--- src/hdl/sss_defs.vh ---
`ifndef SSS_DEFS_VH
`define SSS_DEFS_VH

// ****************************************
// Register map, word index (byte address = 4 x index)
// ****************************************
`define SSS_ADDR_W        12
`define SSS_IDX_CTRL      10'h0e6
`define SSS_IDX_PRESCALE  10'h0e7
`define SSS_IDX_DATA      10'h0e8
`define SSS_IDX_STATUS    10'h0e9

// ****************************************
// Control register fields
// ****************************************
`define SSS_CTRL_W        6
`define SSS_B_CLK_SRC     5
`define SSS_B_BIT_ORDER   4
`define SSS_B_XFER_MODE   3
`define SSS_B_SHIFT_EN    2
`define SSS_B_CLR_START   1
`define SSS_B_EDGE_SEL    0

// ****************************************
// Status register fields
// ****************************************
`define SSS_B_DONE_FLAG   0
`define SSS_B_IRQ_EN      1

// ****************************************
// Reset values and counts
// ****************************************
`define SSS_CTRL_RST      6'h00
`define SSS_PS_RST        8'h00
`define SSS_DATA_RST      8'h00
`define SSS_CNT_RST       3'h0
`define SSS_CNT_LAST      3'h7
`define SSS_DIV_RST       9'h000
`define SSS_SO_IDLE       1'b1

`endif

--- src/hdl/sss_shifter.v ---
// Overview of operation
// - Reset clears control: internal, receive, MSB first
// - Clock source bit picks prescaler or pin
// - Order bit picks MSB or LSB first
// - Mode bit picks receive-only or transmit/receive
// - Shifter and counter run only when enabled
// - Writing start bit clears counter, starts shift
// - Edge bit swaps transmit and sample edges
// - Internal rate is pclk/4/(prescale+1)
// - Every transfer moves exactly eight bits
// - External source turns clock pin to input
// - Send and receive share shift clocks
// - Receive-only mode keeps serial output idle
// - Internal clock starts right after start write
// - Finished byte sets done flag and request
// - Request needs the interrupt enable bit
// - Next transfer needs a new start write
// - Servicing the interrupt clears the flag
//
// Chosen here: the APB slave port.
`include "sss_defs.vh"
`default_nettype none

// ****************************************
// Usage notes
// ****************************************
// Registers sit at word indices; the byte address is four times the
// index, so the bus decode ignores paddr[1:0].
// Unmapped addresses answer with pslverr; writes to them are lost
// and reads return zero.
// Every bus answer takes exactly one wait state.
// The start bit is a command: it is never stored and reads back as
// the busy state of the engine.
// A start is honoured only when the same write keeps shift enable
// set; clearing shift enable in mid-byte pauses the engine.
// The data register takes a new byte only while the engine is idle;
// a write during a byte is dropped without a bus error.
// With the internal source the pin clock idles at the edge select
// level, so the first edge of a byte is always a sample edge.
// With the external source the partner must park the clock at that
// same idle level before the start write.
// Serial inputs pass two flops, so received bits lag the pin by two
// clocks; a prescale of zero leaves no margin for a slave that
// changes its data on our transmit edge. Use one or more there.
// An external clock is seen three clocks late; its half period must
// be four system clocks or longer.
// Receive-only mode holds the data output at its idle level.
// The done flag rises in the clock after the eighth sample edge;
// when that set meets a service acknowledge, the set wins.

module sss_shifter #(
    parameter PS_W = 8                      // Prescaler width
) (
    input  wire                    pclk,
    input  wire                    presetn,
    input  wire                    ce,
    // APB slave
    input  wire                    psel,
    input  wire                    penable,
    input  wire                    pwrite,
    input  wire [`SSS_ADDR_W-1:0]  paddr,
    input  wire [31:0]             pwdata,
    output reg  [31:0]             prdata,
    output reg                     pready,
    output reg                     pslverr,
    // Serial pins
    input  wire                    sck_in,
    output reg                     sck_out,
    output reg                     sck_oe_n,
    input  wire                    si_in,
    output reg                     so_out,
    // Interrupt
    input  wire                    svc_ack,
    output reg                     irq_req
);

    // ****************************************
    // Functions
    // ****************************************

    // Word index match on the APB address
    function hit;
        input [`SSS_ADDR_W-1:0] addr;
        input [`SSS_ADDR_W-3:0] idx;
        begin
            hit = (addr[`SSS_ADDR_W-1:2] == idx);
        end
    endfunction

    // ****************************************
    // State
    // ****************************************
    reg [`SSS_CTRL_W-1:0] ctrl_reg;         // Control bits
    reg [PS_W-1:0]        ps_reg;           // Prescaler value
    reg [7:0]             shd_reg;          // Shift data
    reg [2:0]             cnt_reg;          // Bit clock counter
    reg                   busy_reg;         // Transfer in progress
    reg                   flag_reg;         // Transfer done flag
    reg                   ie_reg;           // Interrupt enable
    reg                   sck_s1_reg;       // Clock pin sync, first
    reg                   sck_s2_reg;       // Clock pin sync, second
    reg                   sck_s3_reg;       // Delayed for edge detect
    reg                   si_s1_reg;        // Data pin sync, first
    reg                   si_s2_reg;        // Data pin sync, second

    // ****************************************
    // Decoded controls
    // ****************************************
    wire clk_src   = ctrl_reg[`SSS_B_CLK_SRC];
    wire lsb_first = ctrl_reg[`SSS_B_BIT_ORDER];
    wire xfer_mode = ctrl_reg[`SSS_B_XFER_MODE];
    wire shift_en  = ctrl_reg[`SSS_B_SHIFT_EN];
    wire edge_sel  = ctrl_reg[`SSS_B_EDGE_SEL];

    // ****************************************
    // APB decode
    // ****************************************
    wire sel_ctrl  = hit(paddr, `SSS_IDX_CTRL);
    wire sel_ps    = hit(paddr, `SSS_IDX_PRESCALE);
    wire sel_data  = hit(paddr, `SSS_IDX_DATA);
    wire sel_stat  = hit(paddr, `SSS_IDX_STATUS);
    wire mapped    = sel_ctrl | sel_ps | sel_data | sel_stat;
    wire access_ph = psel & penable;
    // Write lands only on the edge where pready is sampled high
    wire wr_fire   = access_ph & pready & pwrite & mapped;
    wire wr_ctrl   = wr_fire & sel_ctrl;
    wire wr_ps     = wr_fire & sel_ps;
    wire wr_data   = wr_fire & sel_data;
    wire wr_stat   = wr_fire & sel_stat;

    // Start write: clear-and-start bit written with 1, shifter enabled
    wire start     = wr_ctrl & pwdata[`SSS_B_CLR_START]
                   & pwdata[`SSS_B_SHIFT_EN];

    // ****************************************
    // Internal clock generator
    // ****************************************
    wire int_tick;                          // Half-period tick
    // Idle level equals the edge select bit, so the first edge samples
    wire sck_idle  = edge_sel;
    wire int_run   = ~clk_src & shift_en
                   & (busy_reg | (sck_out != sck_idle));

    sss_tick_gen #(
        .PS_W (PS_W)
    ) u_tick (
        .pclk    (pclk),
        .presetn (presetn),
        .ce      (ce),
        .run     (int_run),
        .div     (ps_reg),
        .tick    (int_tick)
    );

    // ****************************************
    // Edge selection
    // ****************************************
    wire ext_rise  = sck_s2_reg & ~sck_s3_reg;
    wire ext_fall  = ~sck_s2_reg & sck_s3_reg;
    wire int_rise  = int_tick & ~sck_out;
    wire int_fall  = int_tick & sck_out;
    wire rise      = clk_src ? ext_rise : int_rise;
    wire fall      = clk_src ? ext_fall : int_fall;
    // Sample and transmit edges swap with the edge select bit
    wire smp_edge  = edge_sel ? fall : rise;
    wire tx_edge   = edge_sel ? rise : fall;
    wire active    = busy_reg & shift_en;
    wire last_bit  = (cnt_reg == `SSS_CNT_LAST);

    // Next bit to drive, taken from the chosen end of the shifter
    wire out_bit   = lsb_first ? shd_reg[0] : shd_reg[7];

    // ****************************************
    // Pin synchronisers
    // ****************************************

    // Two flops ahead of any logic; third flop feeds edge detect
    always @(posedge pclk or negedge presetn) begin
        if (!presetn) begin
            sck_s1_reg <= 1'b0;
            sck_s2_reg <= 1'b0;
            sck_s3_reg <= 1'b0;
            si_s1_reg  <= 1'b0;
            si_s2_reg  <= 1'b0;
        end else if (ce) begin
            sck_s1_reg <= sck_in;
            sck_s2_reg <= sck_s1_reg;
            sck_s3_reg <= sck_s2_reg;
            si_s1_reg  <= si_in;
            si_s2_reg  <= si_s1_reg;
        end
    end

    // ****************************************
    // Control, prescaler and status registers
    // ****************************************

    // Software-held settings
    always @(posedge pclk or negedge presetn) begin
        if (!presetn) begin
            ctrl_reg <= `SSS_CTRL_RST;
            ps_reg   <= `SSS_PS_RST;
            ie_reg   <= 1'b0;
        end else if (ce) begin
            if (wr_ctrl) begin
                // Start bit is a command, never stored
                ctrl_reg <= pwdata[`SSS_CTRL_W-1:0]
                          & ~(6'h01 << `SSS_B_CLR_START);
            end
            if (wr_ps) begin
                ps_reg <= pwdata[PS_W-1:0];
            end
            if (wr_stat) begin
                ie_reg <= pwdata[`SSS_B_IRQ_EN];
            end
        end
    end

    // ****************************************
    // Shift engine
    // ****************************************

    // Counter, busy and shift data
    always @(posedge pclk or negedge presetn) begin
        if (!presetn) begin
            shd_reg  <= `SSS_DATA_RST;
            cnt_reg  <= `SSS_CNT_RST;
            busy_reg <= 1'b0;
        end else if (ce) begin
            if (start) begin
                // Clear counter and arm a new transfer
                cnt_reg  <= `SSS_CNT_RST;
                busy_reg <= 1'b1;
            end else if (active & smp_edge) begin
                // One bit in per sample edge, in chosen order
                if (lsb_first) begin
                    shd_reg <= {si_s2_reg, shd_reg[7:1]};
                end else begin
                    shd_reg <= {shd_reg[6:0], si_s2_reg};
                end
                cnt_reg <= cnt_reg + 1'b1;
                if (last_bit) begin
                    // Eighth bit ends it; no automatic restart
                    busy_reg <= 1'b0;
                end
            end else if (wr_data & ~busy_reg) begin
                // Byte to send is loaded while idle
                shd_reg <= pwdata[7:0];
            end
        end
    end

    // Serial output: first bit at start, next on each transmit edge
    always @(posedge pclk or negedge presetn) begin
        if (!presetn) begin
            so_out <= `SSS_SO_IDLE;
        end else if (ce) begin
            if (!xfer_mode) begin
                so_out <= `SSS_SO_IDLE;
            end else if (start) begin
                so_out <= out_bit;
            end else if (active & tx_edge) begin
                so_out <= out_bit;
            end
        end
    end

    // Clock pin: driven only when the internal source is selected
    always @(posedge pclk or negedge presetn) begin
        if (!presetn) begin
            sck_out  <= 1'b0;
            sck_oe_n <= 1'b0;
        end else if (ce) begin
            sck_oe_n <= clk_src;
            if (int_tick) begin
                sck_out <= ~sck_out;
            end
        end
    end

    // ****************************************
    // Done flag and interrupt request
    // ****************************************
    wire done_set  = active & smp_edge & last_bit & ~start;
    // Completion in the same cycle as service wins over the clear
    wire flag_next = done_set | (flag_reg & ~svc_ack);

    // Flag and masked request
    always @(posedge pclk or negedge presetn) begin
        if (!presetn) begin
            flag_reg <= 1'b0;
            irq_req  <= 1'b0;
        end else if (ce) begin
            flag_reg <= flag_next;
            irq_req  <= flag_next & ie_reg;
        end
    end

    // ****************************************
    // APB answer
    // ****************************************
    reg [31:0] rd_data;                     // Read mux

    // Read data selection; unused bits read zero
    always @* begin
        rd_data = 32'h0000_0000;
        if (sel_ctrl) begin
            rd_data[`SSS_CTRL_W-1:0] = ctrl_reg;
            rd_data[`SSS_B_CLR_START] = busy_reg;
        end else if (sel_ps) begin
            rd_data[PS_W-1:0] = ps_reg;
        end else if (sel_data) begin
            rd_data[7:0] = shd_reg;
        end else if (sel_stat) begin
            rd_data[`SSS_B_DONE_FLAG] = flag_reg;
            rd_data[`SSS_B_IRQ_EN] = ie_reg;
        end
    end

    // One wait state, then a single ready cycle
    always @(posedge pclk or negedge presetn) begin
        if (!presetn) begin
            pready  <= 1'b0;
            pslverr <= 1'b0;
            prdata  <= 32'h0000_0000;
        end else if (ce) begin
            if (access_ph & ~pready) begin
                pready  <= 1'b1;
                pslverr <= ~mapped;
                // Read data moves only on a read answer
                if (!pwrite) begin
                    prdata <= rd_data;
                end
            end else begin
                pready  <= 1'b0;
                pslverr <= 1'b0;
            end
        end
    end

endmodule // sss_shifter

`default_nettype wire

--- src/hdl/sss_tick_gen.v ---
`include "sss_defs.vh"
`default_nettype none

// ****************************************
// Half-period tick for the internal shift clock
// ****************************************
module sss_tick_gen #(
    parameter PS_W = 8                      // Prescaler width
) (
    input  wire            pclk,
    input  wire            presetn,
    input  wire            ce,
    input  wire            run,
    input  wire [PS_W-1:0] div,
    output reg             tick
);

    reg [PS_W:0] div_cnt_reg;               // Half-period counter
    wire [PS_W:0] div_end;                  // Terminal count

    // Half period is 2*(div+1) clocks, so terminal count is 2*div+1
    assign div_end = {div, 1'b1};

    // Counter runs only while the shifter wants clock edges
    always @(posedge pclk or negedge presetn) begin
        if (!presetn) begin
            div_cnt_reg <= `SSS_DIV_RST;
            tick        <= 1'b0;
        end else if (ce) begin
            if (!run) begin
                div_cnt_reg <= `SSS_DIV_RST;
                tick        <= 1'b0;
            end else if (div_cnt_reg == div_end) begin
                div_cnt_reg <= `SSS_DIV_RST;
                tick        <= 1'b1;
            end else begin
                div_cnt_reg <= div_cnt_reg + 1'b1;
                tick        <= 1'b0;
            end
        end
    end

endmodule // sss_tick_gen

`default_nettype wire

--- config.mk ---
export PLATFORM = sky130hd
export DESIGN_NAME = sss_shifter
export DESIGN_NICKNAME = d
export VERILOG_FILES = /design/src/hdl/sss_shifter.v /design/src/hdl/sss_tick_gen.v
export VERILOG_INCLUDE_DIRS = /design/src /design/src/hdl
export SDC_FILE = /design/constraint.sdc
export NUM_CORES = 1
export LEC_CHECK = 0
export ABC_AREA = 1
export BUFFER_PORTS_ARGS = -buffer_cell sky130_fd_sc_hd__buf_2
export CORE_ASPECT_RATIO = 1.2
export CORE_MARGIN = 10
export CORE_UTILIZATION = 57
export CTS_CLUSTER_DIAMETER = 150
export DETAILED_ROUTE_END_ITERATION = 16
export PLACE_DENSITY = 0.86
export SYNTH_ARGS = -nofsm -noshare
export SYNTH_HDL_FRONTEND = slang
export SYNTH_SLANG_ARGS = --single-unit
export TNS_END_PERCENT = 5
--- constraint.sdc ---
create_clock -name pclk -period 2.1 [get_ports pclk]
set_input_delay 0 -clock pclk [delete_from_list [all_inputs] [get_ports pclk]]
set_output_delay 0 -clock pclk [all_outputs]
set_load 0.05 [all_outputs]
# Word level (Yosys, flattened, before mapping)
# Cells that the tools add are included.
op_classes:
  n_eq_ne: 8
  reduce_logical: 12
  muxes: 28
  n_addsub: 2
  bitwise: 40
ops:
  columns: ["op", "n"]
  rows:
  - ["== test 10 x 8 -> 1 bit, second input constant", 4]
  - ["two-way mux 8 bit", 4]
  - ["bitwise AND 1 bit", 25]
  - ["two-way mux 9 bit", 2]
  - ["two-way mux 1 bit", 15]
  - ["two-way mux 6 bit", 2]
  - ["AND reduction 2 bit", 6]
  - ["NOT 1 bit", 10]
  - ["adder 9 x 1 -> 9 bit, second input constant", 1]
  - ["== test 9 bit", 1]
  - ["AND reduction 3 bit", 3]
  - ["two-way mux 2 bit", 3]
  - ["two-way mux 3 bit", 2]
  - ["nonzero test 2 bit", 3]
  - ["bitwise OR 1 bit", 5]
  - ["adder 3 x 1 -> 3 bit, second input constant", 1]
  - ["== test 3 bit, second input constant", 1]
  - ["inequality test 3 x 1 -> 1 bit, second input constant", 1]
  - ["inequality test 1 bit", 1]
totals:
  output_inout_bits: 38
  word_cells: 111
  regBits: 56
  in_bits: 53

# Logic depth before layout (Yosys ltp)
depth:
  ltp_word: 12
  depth_mapped: 12

# Hierarchy
# Synthesis repeated with hierarchy kept, for this count alone.
hier_totals:
  hier_cells: 443
  hier_area_um2: 3403.3
by_module_without_submodules:
  columns: ["module", "cells_each", "seq_area_each_um2", "instances", "area_per_inst_um2"]
  rows:
  - ["sss_shifter", 348, 1152.4, 1, 2675.1]
  - ["sss_tick_gen", 95, 250.2, 1, 728.2]

# Worst setup path after synthesis
# No wires, ideal clock.
synth_timing:
  kind: "reg-to-reg"
  startpoint: "register sck_out"
  endpoint: "register shd_reg[0]"
  t_arrival_ns: 1.603
  path_slack_ns: 0.380
  n_path_buf: 0
  setup_ns: 0.117
  period_less_slack_ns: 1.720
  path_stages_with_launch: 10
  path_cell_list: "dfrtp_1 -> nand3_1 -> nand3_1 -> nand2_1 -> nor2_4 -> nand2_2 -> nand2_2 -> nand2_2 -> nand2_1 -> nand2_1"
synth_via:
  elab_chain_cells: 7
synth_lines:
  columns: ["element", "line", "text"]
  rows:
  - ["start: declaration", "sss_shifter.v:68", "output reg sck_out,"]
  - ["start signal: assignment", "sss_shifter.v:276", "sck_out <= ~sck_out;"]
  - ["NOT 1 bit", "sss_shifter.v:160", "wire int_rise = int_tick & ~sck_out;"]
  - ["bitwise AND 1 bit", "sss_shifter.v:160", null]
  - ["two-way mux 1 bit", "sss_shifter.v:162", "wire rise = clk_src ? ext_rise : int_rise;"]
  - ["two-way mux 1 bit *", "sss_shifter.v:165", "wire smp_edge = edge_sel ? fall : rise;"]
  - ["bitwise AND 1 bit *", "sss_shifter.v:234", "end else if (active & smp_edge) begin"]
  - ["nonzero test 2 bit (no source line)", null, null]
  - ["AND reduction 3 bit (no source line)", null, null]
  - ["end signal: assignment", "sss_shifter.v:237", "shd_reg <= {si_s2_reg, shd_reg[7:1]};"]
  - ["end signal: assignment", "sss_shifter.v:239", "shd_reg <= {shd_reg[6:0], si_s2_reg};"]
  - ["end signal: assignment", "sss_shifter.v:248", "shd_reg <= pwdata[7:0];"]
  - ["end: declaration", "sss_shifter.v:95", "reg [7:0] shd_reg;"]
# Mark *: on every way between the ends. The rest lies on a longest branch, timed or not.
# A chain may end at the register's enable or synchronous reset.

# Worst setup path after layout
layout_timing:
  startpoint: "register ctrl_reg[5]"
  endpoint: "register shd_reg[2]"
layout_via:
  elab_chain_cells: 5
layout_lines:
  columns: ["element", "line", "text"]
  rows:
  - ["start: declaration", "sss_shifter.v:93", "reg [`SSS_CTRL_W-1:0] ctrl_reg;"]
  - ["start signal: assignment", "sss_shifter.v:201", "ctrl_reg <= `SSS_CTRL_RST;"]
  - ["start signal: assignment", "sss_shifter.v:207", "ctrl_reg <= pwdata[`SSS_CTRL_W-1:0]"]
  - ["two-way mux 1 bit (on tied branches)", "sss_shifter.v:162, sss_shifter.v:163", null]
  - ["two-way mux 1 bit *", "sss_shifter.v:165", null]
  - ["bitwise AND 1 bit *", "sss_shifter.v:234", null]
  - ["nonzero test 2 bit (no source line)", null, null]
  - ["AND reduction 3 bit (no source line)", null, null]
# Marked as above.

==> flow_metrics.py <==
metrics = {
    "worst_setup_path": {
        "end_kind": "flop",
        "cp-start-kind": "flop",
        "critical_path.max_fanout": 9,
        "required_ns": 2.31,
        "arrival_ns": 1.92,
        "cp_slowest_stage_delay_ns": 0.43,
        "path_cells": "inv_2 > nand3_1 > nand3_1 > nand2_1 > nor2_4 > nand2_2 > nand2_2 > nand2_2 > nand2_1 > nand2_1",
        "crit_type": "reg2reg",
        "cp.buffers_inverters": 1,
        "crit_family": "simple AND/OR/NAND/NOR gates",
        "crit_slowest_cell": "dfrtp_1",
    },
    "floorplanning": {
        "initial_utilization": 0.588,
        "die_w_um": 89.5,
        "rows": 30,
        "core_area_um2": 5630,
        "die_y_um": 103,
        "ios": 91,
        "dieArea_um2": 9260,
    },
    "sta": {
        "final-setup-viol-count": 0,
        "slew_violations": 0,
        "period_share": 0.814,
        "relSlewSlack": 0.506,
        "fmax_ghz": 0.585,
        "worst_pin_slew_ns": 0.740,
        "period_minus_slack_ns": 1.71,
        "fin_worst_skew_ns": 0.00656,
        "final.setup.tns_ns": 0,
        "finalHoldViolCount": 0,
        "grt_setup_unrepaired": "false",
    },
    "cts": {
        "cts.clk_slew.worst_paths_ns": 0.09,
        "clk_latency_ns": 0.31,
        "cts-resized-gates": 0,
        "clockRootBuffer": "clkbuf_8",
        "cts_sinks": 56,
        "cts_setup_buffers": 0,
        "cts_hold_buf": 7,
        "cts_made_buffers": 5,
        "cts_max_level": 2,
        "cts_tree": "done",
        "cts_buffer_depth": 2,
    },
    "finish": {
        "drive_gt1_frac": 0.180,
        "largest_reg_flops": 9,
        "syn2layout_area_growth_pct": 11.0,
        "final_area_um2": 3670,
        "fin_nets": 543,
        "fill_cells": 488,
        "antennaDiodeCount": 0,
    },
    "detailed_routing": {
        "dr.first_iter.drc_count": 300,
        "ant_nets": 0,
        "drt-vias-per-instance": 5.39,
        "dr.pass1.iters": 6,
        "drcViolationCount": 0,
        "post_drt_wl_per_cell_um": 14.3,
        "num_vias": 2976,
        "wl_um": 7910,
    },
    "global_routing": {
        "grt_max_degree": 34,
        "grt-ovfl-total": 0,
        "grt_pass1_wl_um": 12900,
        "grt_pass1_vias": 2830,
        "antenna_found_initial": 0,
        "grtUsageTotal": 0.174,
    },
    "synthesis": {
        "synth_warnings": 0,
        "synth_edf_count": 0,
        "ys_async_sr_fraction": 1.00,
        "ys_ff_latch": 56,
        "netlist_area_um2": 3310,
        "ys_types": 35,
        "synthesis.instances": 437,
        "seq_area_frac_synth": 0.424,
        "synth_area_per_cell_um2": 7.57,
        "synthFlopType": "dfrtp_1",
    },
    "placement": {
        "port_buffers": 40,
        "routabilityCongestion": 0.885,
        "dpl.hpwl_um": 6090,
        "post_dp_cell_area_um2": 3490,
    },
    "power_and_ir_drop": {
        "p_seq_frac": 0.536,
        "p_sw_uw": 557,
        "p_leak_uw": 0.00192,
        "swShare": 0.271,
        "p_per_area_nw_per_um2": 560,
        "internal-power_uw": 1500,
        "peakVddDrop_v": 0.000362,
        "combPwrFrac": 0.125,
        "clockPowerShare": 0.339,
    },
    "worst_hold_path": {
        "hold_class": "in2reg",
    },
    "job": {
        "max-cap-violations": 0,
    },
    "outcome": {
        "outcome": "finished clean",
    },
}
-- synth_stat cells, types with 2 or more instances --
library cell / number / area (um^2)
nor2_4: 3 / 33.8
nor2_2: 5 / 31.3
clkbuf_1: 4 / 15.0
inv_1: 44 / 165
xor2_1: 12 / 105
nand2_4: 2 / 22.5
buf_2: 3 / 15.0
ha_1: 3 / 37.5
dfrtp_1: 55 / 1380
buf_4: 24 / 180
o211ai_1: 2 / 15.0
o21ai_2: 9 / 78.8
nor3_1: 2 / 10.0
inv_2: 4 / 15.0
nand2_1: 125 / 469
nand3_1: 39 / 195
nand2_2: 8 / 50.1
o21ai_0: 35 / 175
a21oi_1: 3 / 15.0
o21ai_1: 5 / 25.0
nand4_1: 9 / 56.3
nor2_1: 28 / 105
-- kinds of logic after synthesis --
group	share of synthesized area
buffers and inverters	0.124
flip-flops	0.424
XOR/XNOR	0.0318
other	0.00113
AO/OA/AOI/OAI	0.109
AND/OR/NAND/NOR	0.298
adder cells (fa/ha/maj)	0.0113
-- power by group through the flow --
stage	Clock [uW]	Sequential, uW	Combinational, uW
floorplan	0	1140	188
global placement	0	1120	241
detailed placement	0	1120	244
CTS	708	1100	255
global route	748	1100	280
finish	697	1100	256
-- cells in the final DEF (no fill, tap or decap), types with 2 or more instances in the layout --
cell / netlist / routed
nand4_1: 9 / 9
buf_2: 3 / 40
o211ai_1: 2 / 2
a21oi_1: 3 / 3
clkinv_2: 1 / 2
nor2_4: 3 / 3
dfrtp_1: 55 / 55
o21ai_2: 9 / 9
ha_1: 3 / 3
o21ai_1: 5 / 5
clkbuf_8: 0 / 5
xor2_1: 12 / 12
inv_1: 44 / 44
dlygate4sd3_1: 0 / 7
buf_4: 24 / 6
nand2_1: 125 / 125
nand3_1: 39 / 39
nand2_4: 2 / 2
o21ai_0: 35 / 35
nor2_1: 28 / 28
conb_1: 1 / 24
nor2_2: 5 / 5
nor3_1: 2 / 2
nand2_2: 8 / 8
inv_2: 4 / 4
-- routing by layer --
layer  vias to the layer above  wire length, um  global-route usage
li1                       1447                -                   -
met1                      1379             3260               0.211
met2                       130             3800               0.293
met3                        20              678              0.0384
met4                         0              178              0.0711
met5                         -                0                   0
-- cell type report --
| type | instances | area, um^2 | share of cell area |
|---|---|---|---|
| repair buffers | 53 | 315 | 0.0859 |
| multi-input cells | 322 | 1580 | 0.431 |
| clock inverters | 2 | 35.0 | 0.00954 |
| well taps | 64 | 80.1 | 0.0218 |
| flip-flops and latches | 56 | 1400 | 0.382 |
| clock buffers | 6 | 72.6 | 0.0198 |
| inverters | 49 | 185 | 0.0504 |
-- tightest hold or removal path, stage by stage --
cell	delay, ns
buf_2	0.07
inv_1	0.09
o21ai_2	0.14
-- path summary, 6_finish.rpt --
check / from / end / cells past startpoint / slack (ns)
setup / recovery: ctrl_reg[5]$_DFFE_PN0P_ / shd_reg[2]$_DFFE_PN0P_ / 10 / 0.39
setup reg to reg: ctrl_reg[5]$_DFFE_PN0P_ / shd_reg[2]$_DFFE_PN0P_ / 10 / 0.39
max in group asynchronous: presetn / so_out$_DFFE_PN1P_ / 3 / 1.09
min in group asynchronous: presetn / u_tick.div_cnt_reg[3]$_DFFE_PN0P_ / 2 / 0.28
hold / removal: pwdata[3] / ps_reg[3]$_DFFE_PN0P_ / 3 / 0.02
hold reg to reg: so_out$_DFFE_PN1P_ / so_out$_DFFE_PN1P_ / 2 / 0.47
-- per-stage QoR --
stage | hold slack (ns) | power (uW) | instances | setup slack (ns) | utilization
after floorplan | -0.296 | 1330 | 460 | 0.380 | -
after global placement | 0.0875 | 1360 | 537 | 0.538 | 0.621
after detailed placement | 0.112 | 1370 | 537 | 0.451 | 0.621
after CTS | 0.0182 | 2060 | 552 | 0.429 | 0.652
after global routing | 0.0259 | 2130 | 552 | 0.280 | 0.652
final | 0.0200 | 2050 | 552 | 0.391 | 0.652
(Power assumes the default switching activity.)
